### config.mk
export PLATFORM = sky130hd
export DESIGN_NAME = sinc3_decimator
export DESIGN_NICKNAME = d
export VERILOG_FILES = /design/src/hdl/sinc3_pkg.sv /design/src/hdl/sample_store.sv /design/src/hdl/sinc3_decimator.sv
export SDC_FILE = /design/constraint.sdc
export NUM_CORES = 2
export LEC_CHECK = 0
export BUFFER_PORTS_ARGS = -buffer_cell sky130_fd_sc_hd__buf_2
export CORE_UTILIZATION = 52
export CTS_CLUSTER_DIAMETER = 50
export DETAILED_ROUTE_END_ITERATION = 10
export PLACE_DENSITY = 0.7
export SLEW_MARGIN = 20
export SYNTH_ARGS = -nofsm -noshare
export SYNTH_HDL_FRONTEND = slang
export SYNTH_SLANG_ARGS = --single-unit
### constraint.sdc
create_clock -name ref_clk -period 32.6 [get_ports ref_clk]
set_input_delay 0 -clock ref_clk [delete_from_list [all_inputs] [get_ports ref_clk]]
set_output_delay 0 -clock ref_clk [all_outputs]
set_load 0.01 [all_outputs]
### src/hdl/sinc3_pkg.sv
package sinc3_pkg;
  // ---------------------------------------------------------------
  // Data format
  // ---------------------------------------------------------------
  localparam int SAMPLE_W   = 24;
  localparam int CHANNELS   = 8;
  localparam logic [23:0] CODE_MAX  = 24'h7FFFFF;  // Positive clip
  localparam logic [23:0] CODE_MIN  = 24'h800000;  // Negative clip
  // Insignificant low bits in the two coarse rate settings
  localparam int DROP_RATE0 = 7;
  localparam int DROP_RATE1 = 5;
  // ---------------------------------------------------------------
  // Rates and timing
  // ---------------------------------------------------------------
  localparam int MOD_DIV_HR = 4;   // Modulator tick in high-resolution mode
  localparam int MOD_DIV_LP = 8;   // Modulator tick in low-power mode
  localparam int SETTLE_PERIODS = 3;  // Output periods for filter memory
  localparam int DR_W       = 3;
  localparam logic [2:0] DR_RATE0 = 3'h0;
  localparam logic [2:0] DR_RATE1 = 3'h1;
  // Base decimation ratio at setting 000; each step halves it
  localparam int DEC_BASE_LOG2 = 10;
  localparam int ACC_W      = 3 * DEC_BASE_LOG2 + 2;
endpackage : sinc3_pkg

### src/hdl/sample_store.sv
`timescale 1ns/1ps
`default_nettype none
// Channel result memory: registered read port, one write per cycle
module sample_store #(
  parameter int DEPTH = 8,
  parameter int WIDTH = 24
) (
  // Clock
  input  wire logic                     ref_clk,
  // Write port
  input  wire logic                     writeEn,
  input  wire logic [$clog2(DEPTH)-1:0] writeAddr,
  input  wire logic [WIDTH-1:0]         writeData,
  // Read port
  input  wire logic [$clog2(DEPTH)-1:0] readAddr,
  output logic      [WIDTH-1:0]         readData
);
  // ---------------------------------------------------------------
  // Storage
  // ---------------------------------------------------------------
  logic [WIDTH-1:0] mem [DEPTH];  // One word per channel

  // Write and registered read
  always_ff @(posedge ref_clk) begin
    if (writeEn) begin
      mem[writeAddr] <= writeData;
    end
    readData <= mem[readAddr];
  end
endmodule : sample_store
`default_nettype wire

### src/hdl/sinc3_decimator.sv
`timescale 1ns/1ps
`default_nettype none
module sinc3_decimator #(
  parameter int CHANNELS = sinc3_pkg::CHANNELS
) (
  // Clock and reset
  input  wire logic                  ref_clk,
  input  wire logic                  srst,
  // Clock source control
  input  wire logic                  clock_source_select_pin,
  input  wire logic                  clockOutEnable,
  input  wire logic                  oscClock,
  output logic                       clockPinOut,
  output logic                       clockPinOe,
  output logic                       useInternalClock,
  // Configuration
  input  wire logic [2:0]            data_rate_select,
  input  wire logic                  lowPowerMode,
  input  wire logic                  reference_high_select,
  input  wire logic                  reference_buffer_power,
  input  wire logic                  startConv,
  output logic                       refHighActive,
  output logic                       refBufferOn,
  // Modulator bitstreams
  input  wire logic [CHANNELS-1:0]   modBits,
  // Results toward the serial port
  input  wire logic [$clog2(CHANNELS)-1:0] readChannel,
  output logic [23:0]                readSample,
  input  wire logic                  dataTaken,
  output logic                       data_ready_n,
  output logic                       settled
);
  localparam int AW = sinc3_pkg::ACC_W;
  localparam int CW = $clog2(CHANNELS);
  localparam int DW = sinc3_pkg::DEC_BASE_LOG2;  // Decimation counter width

  // ---------------------------------------------------------------
  // Functions
  // ---------------------------------------------------------------
  // Decimation ratio log2 for a rate code
  function automatic int unsigned decLog2(input logic [2:0] dr);
    decLog2 = sinc3_pkg::DEC_BASE_LOG2 - int'(dr);
  endfunction : decLog2

  // Saturate, scale and mask a raw sinc3 sum to 24 bits
  function automatic logic [23:0] formatSample(input logic signed [AW-1:0] raw,
                                               input logic [2:0] dr);
    logic signed [AW-1:0] shifted;
    logic signed [AW-1:0] centered;
    logic [23:0]          res;
    int                   sh;
    shifted  = '0;
    centered = '0;
    res      = '0;
    sh       = 3 * int'(decLog2(dr));
    // Gain N^3 spans full scale: centre it, then put its half-span at 2^23
    centered = raw - (AW'(1) <<< (sh - 1));
    shifted  = (sh > sinc3_pkg::SAMPLE_W) ? (centered >>> (sh - sinc3_pkg::SAMPLE_W))
                                          : (centered <<< (sinc3_pkg::SAMPLE_W - sh));
    if (shifted > $signed(AW'(23'h7FFFFF))) begin
      res = sinc3_pkg::CODE_MAX;
    end else if (shifted < -$signed(AW'(24'h800000))) begin
      res = sinc3_pkg::CODE_MIN;
    end else begin
      res = shifted[23:0];
      // clear insignificant bits; clip codes keep all 24 bits
      if (dr == sinc3_pkg::DR_RATE0) begin
        res[sinc3_pkg::DROP_RATE0-1:0] = '0;
      end else if (dr == sinc3_pkg::DR_RATE1) begin
        res[sinc3_pkg::DROP_RATE1-1:0] = '0;
      end
    end
    formatSample = res;
  endfunction : formatSample

  // ---------------------------------------------------------------
  // Clock source
  // ---------------------------------------------------------------
  // select low uses external input, pin never driven
  // select high drives oscillator out only when enabled
  assign useInternalClock = clock_source_select_pin;
  assign clockPinOe       = clock_source_select_pin & clockOutEnable;
  assign clockPinOut      = clockPinOe & oscClock;

  // ---------------------------------------------------------------
  // Reference control
  // ---------------------------------------------------------------
  // 4V only when selected
  always_ff @(posedge ref_clk) begin
    if (srst) begin
      refHighActive <= 1'b0;
      refBufferOn   <= 1'b0;
    end else begin
      refHighActive <= reference_high_select;
      refBufferOn   <= reference_buffer_power;
    end
  end

  // ---------------------------------------------------------------
  // Modulator tick
  // ---------------------------------------------------------------
  logic [2:0] tickCnt;   // Divider for modulator rate
  logic       modTick;   // One cycle per modulator period
  logic       startSync1, startSync2, startPrev;  // Start pin synchroniser
  logic [CHANNELS-1:0] modSync1, modSync2;         // Bitstream synchroniser

  always_ff @(posedge ref_clk) begin
    if (srst) begin
      tickCnt <= 3'h0;
    end else if (modTick) begin
      tickCnt <= 3'h0;
    end else begin
      tickCnt <= tickCnt + 3'h1;
    end
  end
  assign modTick = lowPowerMode ? (tickCnt == 3'(sinc3_pkg::MOD_DIV_LP - 1))
                                : (tickCnt == 3'(sinc3_pkg::MOD_DIV_HR - 1));

  // Pins pass two flops before use
  always_ff @(posedge ref_clk) begin
    if (srst) begin
      startSync1 <= 1'b0;
      startSync2 <= 1'b0;
      startPrev  <= 1'b0;
      modSync1   <= '0;
      modSync2   <= '0;
    end else begin
      startSync1 <= startConv;
      startSync2 <= startSync1;
      startPrev  <= startSync2;
      modSync1   <= modBits;
      modSync2   <= modSync1;
    end
  end

  logic startRise;  // Conversion restart request
  assign startRise = startSync2 & ~startPrev;

  // ---------------------------------------------------------------
  // Decimation counter
  // ---------------------------------------------------------------
  logic [sinc3_pkg::DEC_BASE_LOG2-1:0] decCnt;   // Modulator samples in period
  logic                                decEnd;   // Last sample of period
  logic [2:0]                          drHeld;   // Rate code in use

  // one common rate for every channel
  assign decEnd = modTick &&
    (decCnt == DW'((1 << decLog2(drHeld)) - 1));

  always_ff @(posedge ref_clk) begin
    if (srst || startRise) begin
      decCnt <= '0;
      drHeld <= data_rate_select;
    end else if (decEnd) begin
      decCnt <= '0;
      drHeld <= data_rate_select;
    end else if (modTick) begin
      decCnt <= decCnt + 1'b1;
    end
  end

  // ---------------------------------------------------------------
  // Sinc3 integrators and combs per channel
  // ---------------------------------------------------------------
  logic signed [AW-1:0] int1 [CHANNELS];
  logic signed [AW-1:0] int2 [CHANNELS];
  logic signed [AW-1:0] int3 [CHANNELS];
  logic signed [AW-1:0] d1 [CHANNELS];   // Comb delays
  logic signed [AW-1:0] d2 [CHANNELS];
  logic signed [AW-1:0] d3 [CHANNELS];
  logic signed [AW-1:0] combOut [CHANNELS];

  // integrate at modulator rate, comb at output rate
  always_ff @(posedge ref_clk) begin
    if (srst || startRise) begin
      for (int c = 0; c < CHANNELS; c++) begin
        int1[c] <= '0;
        int2[c] <= '0;
        int3[c] <= '0;
        d1[c] <= '0;
        d2[c] <= '0;
        d3[c] <= '0;
        combOut[c] <= '0;
      end
    end else if (modTick) begin
      for (int c = 0; c < CHANNELS; c++) begin
        int1[c] <= int1[c] + AW'(modSync2[c]);
        int2[c] <= int2[c] + int1[c];
        int3[c] <= int3[c] + int2[c];
        // every channel decimated on the same tick
        if (decEnd) begin
          d1[c] <= int3[c];
          d2[c] <= int3[c] - d1[c];
          d3[c] <= int3[c] - d1[c] - d2[c];
          combOut[c] <= int3[c] - d1[c] - d2[c] - d3[c];
        end
      end
    end
  end

  // ---------------------------------------------------------------
  // Settling and capture
  // ---------------------------------------------------------------
  logic [1:0] periodCnt;   // Output periods since restart
  logic       capturing;   // Writing results to memory
  logic [CW-1:0] capIdx;   // Channel being written

  always_ff @(posedge ref_clk) begin
    if (srst || startRise) begin
      periodCnt <= 2'h0;
    end else if (decEnd && periodCnt != 2'(sinc3_pkg::SETTLE_PERIODS)) begin
      periodCnt <= periodCnt + 2'h1;
    end
  end
  assign settled = (periodCnt == 2'(sinc3_pkg::SETTLE_PERIODS));

  // Copy all channels into the store after each settled period
  always_ff @(posedge ref_clk) begin
    if (srst || startRise) begin
      capturing <= 1'b0;
      capIdx    <= '0;
    end else if (decEnd && settled) begin
      capturing <= 1'b1;
      capIdx    <= '0;
    end else if (capturing) begin
      capIdx    <= capIdx + 1'b1;
      capturing <= (capIdx != CW'(CHANNELS - 1));
    end
  end

  // 24-bit words held for the serial shifter
  sample_store #(
    .DEPTH (CHANNELS),
    .WIDTH (sinc3_pkg::SAMPLE_W)
  ) u_store (
    .ref_clk   (ref_clk),
    .writeEn   (capturing),
    .writeAddr (capIdx),
    .writeData (formatSample(combOut[capIdx], drHeld)),
    .readAddr  (readChannel),
    .readData  (readSample)
  );

  // ready low once the whole set is stored
  // the serial port clears it when data is taken
  always_ff @(posedge ref_clk) begin
    if (srst || startRise) begin
      data_ready_n <= 1'b1;
    end else if (capturing && capIdx == CW'(CHANNELS - 1)) begin
      data_ready_n <= 1'b0;
    end else if (dataTaken) begin
      data_ready_n <= 1'b1;
    end
  end
endmodule : sinc3_decimator
`default_nettype wire

==> impl_metrics.ini <==
[yosys]
syn_nets = 15800
yosysUniqueCellTypes = 118
ys_top_cells_by_count = 1,987 x edfxtp_1, 1,617 x nor2_1, 1,310 x ha_1
synth-seq-area-share_pct = 42.7
synth_area_um2 = 143000
synth-edff-count = 1987
yosysWarnings = 0
synth-main-ff-cell = edfxtp_1
synth-async-reset-ratio_pct = 0
synth.most_common_cell = edfxtp_1
syn_inst = 14400
synth_area_leader_cell = edfxtp_1
postSynthAreaPerCell_um2 = 9.94
synthTopCellsByArea = edfxtp_1 42%, ha_1 11%, nor2_1 4.2%
synth_top_area_share_pct = 41.7
ys_ff_latch = 2055

[routing]
dr.pass1.iters = 8
wire_per_inst_um = 17.6
remaining_drc_errors = 0
vias = 104000
viasPerCell = 5.66
drt-total-wl_um = 324000
ant_nets = 0
drt_iter0_markers = 8394

[timing]
finalSetupViolations = 0
skew_ns = 0.0446
rsz0062_at_grt = false
min_period_ns = 10.98
finalCritPeriodShare_pct = 33.7
fmax_mhz = 91.1
setup_tns_ns = 0
maxSlewHeadroom_pct = 29.2
worst_pin_slew_ns = 1.06
slew_viol_final = 0
final_hold_viol_count = 0

[clocking]
cts_hold_buf = 48
cts_buffer_depth = 4
cts_sinks = 2055
h-tree-depth = 5
clkLatencyLatePin_ns = 0.91
postCtsSetupBuffers = 0
cts_root_buf = clkbuf_16
cts_resized = 0
clkTransAtPathRegs_ns = 0.06
tritoncts = done
numCtsBuffers = 298

[finish]
drive_gt1_share_pct = 6.63
nets = 15900
fin_cells = 18400
area_growth_syn_to_layout_pct = 10.5
fillerInstances = 23200

[worst_setup_path]
cp_common_cell = ha_1
critPathMaxStageDelay_ns = 0.60
critPathMaxFanout = 53
crit_type = reg -> reg
crit_path_start_kind = flip-flop
crit_required_ns = 33.08
worst_ep_arrival_time_ns = 11.46
cp_slowest_cell = a211oi_1
endpoint_kind = flip-flop
cp_top_family = compound AO/OA/AOI/OAI gates
crit_buf_inv = 7

[job]
cap_violations = 0

[place]
portBuffers = 54
dpl.hpwl_um = 230000
gp_congestion = 0.918
dp.cells = 17800

[die]
rows = 192
core-area_um2 = 274000
die_w_um = 526
ios = 55
die_h_um = 526
start_util_pct = 52.3
die_area_um2 = 277000

[power]
cellPowerDensity_nw_per_um2 = 82.3
p_leak_nw = 64.3
p_total_mw = 13.0
ir_drop_uv = 108

[grt]
grt_max_degree = 260
grt_pass1_wl_um = 522000
antenna_found_initial = 5
track_usage_pct = 22.9
grt_pass1_vias = 97700
grt-ovfl-total = 0

[run_status]
status = finished clean

[worst_hold_path]
hold_path.class = in -> reg
-- sequential cells by signal (all words and copies together) (netlist names), 8 cells and up, named ones only --
| register | flops |
|---|---|
| int3 | 256 |
| int2 | 256 |
| d3 | 256 |
| combOut | 256 |
| u_store.readData | 24 |
| modSync1 | 8 |
| int1 | 256 |
| u_store.mem | 192 |
| d1 | 256 |
| d2 | 256 |
| modSync2 | 8 |
| decCnt | 10 |
-- logic make-up (layout without fill, tap and decap cells) --
kind of cell / Yosys count / after routing / synth area share (%)
and+or+nand+nor: 4964 / 4964 / 17.1
AOI/OAI and AO/OA: 3110 / 3110 / 14.0
DFF: 2055 / 2055 / 42.7
buffers and inverters: 1434 / 1822 / 3.80
adders and majority gates: 1352 / 1352 / 12.0
xor gates and xnor gates: 1250 / 1250 / 7.74
muxes: 219 / 219 / 2.62
other: 0 / 2 / 0
-- metrics by stage --
stage / util, % / area, um2 / setup slack [ns] / hold WS (ns)
CTS: 57.7 / 158000 / 21.89 / 0.0763
finish: 57.7 / 158000 / 21.62 / 0.125
floorplan: - / 143000 / 13.60 / 0.0716
detailed placement: 53.8 / 147000 / 21.93 / 0.210
global route: 57.7 / 158000 / 21.13 / 0.149
global placement: 53.8 / 147000 / 21.88 / 0.202
-- power breakdown --
| part | internal (mW) | switching, mW |
|---|---|---|
| combinational | 2.52 | 3.69 |
| sequential | 3.34 | 0.151 |
| clock | 2.01 | 1.30 |
-- routing by layer --
layer	part of all wire (%)	track usage, %	up-vias
met5	0	0	-
met4	3.2	7.42	0
met3	5.5	3.04	492
met2	43	35.4	2330
met1	48	33.1	48800
li1	-	-	52300
-- tightest hold or removal path, stage by stage --
cell           delay (ns)
dlygate4sd3_1        0.55
buf_4                0.23
nor2b_1              0.14
-- path summary, 6_finish.rpt --
| kind | startpoint | endpoint | slack (ns) | cells after the start |
|---|---|---|---|---|
| setup reg to reg | drHeld[0] | u_store.mem[2][5] | 21.62 | 34 |
| setup / recovery | drHeld[0] | u_store.mem[2][5] | 21.62 | 34 |
| hold reg to reg | startSync1 | startSync2 | 0.44 | 1 |
| hold / removal | srst | modSync2[3] | 0.12 | 3 |
-- layout make-up --
| class | instances | area (um2) | area share, % |
|---|---|---|---|
| clock buffer | 343 | 7750 | 4.91 |
| tap | 3589 | 4490 | 2.84 |
| antenna | 2 | 5.00 | 0.00317 |
| multi-input combinational | 10900 | 76700 | 48.6 |
| sequential | 2055 | 61000 | 38.6 |
| inverter | 1097 | 4120 | 2.61 |
| timing repair buffer | 177 | 1450 | 0.916 |
| clock inverter | 205 | 2430 | 1.54 |
-- cell usage in the layout (no fill, tap or decap), types with 64 or more instances in the layout --
| cell | synthesis | layout |
|---|---|---|
| a21o_1 | 322 | 321 |
| inv_1 | 1093 | 1093 |
| and3_1 | 230 | 230 |
| o21bai_1 | 129 | 129 |
| nand3_1 | 345 | 345 |
| and2_1 | 812 | 811 |
| nand2_1 | 758 | 755 |
| a21oi_1 | 963 | 962 |
| o211ai_1 | 80 | 80 |
| o31ai_1 | 66 | 66 |
| nor2_1 | 1617 | 1608 |
| nor3_1 | 385 | 382 |
| clkbuf_16 | 0 | 302 |
| a211oi_1 | 123 | 123 |
| or3_1 | 124 | 124 |
| nand4_1 | 85 | 85 |
| o21a_1 | 178 | 178 |
| nor2b_1 | 220 | 220 |
| xor2_1 | 612 | 612 |
| edfxtp_1 | 1987 | 1987 |
| a31oi_1 | 143 | 142 |
| buf_4 | 5 | 64 |
| mux4_2 | 117 | 117 |
| o21ai_0 | 572 | 571 |
| xnor2_1 | 629 | 627 |
| dfxtp_1 | 68 | 66 |
| or2_2 | 71 | 71 |
| nand2b_1 | 166 | 166 |
| ha_1 | 1310 | 1310 |
(Power assumes the default switching activity.)
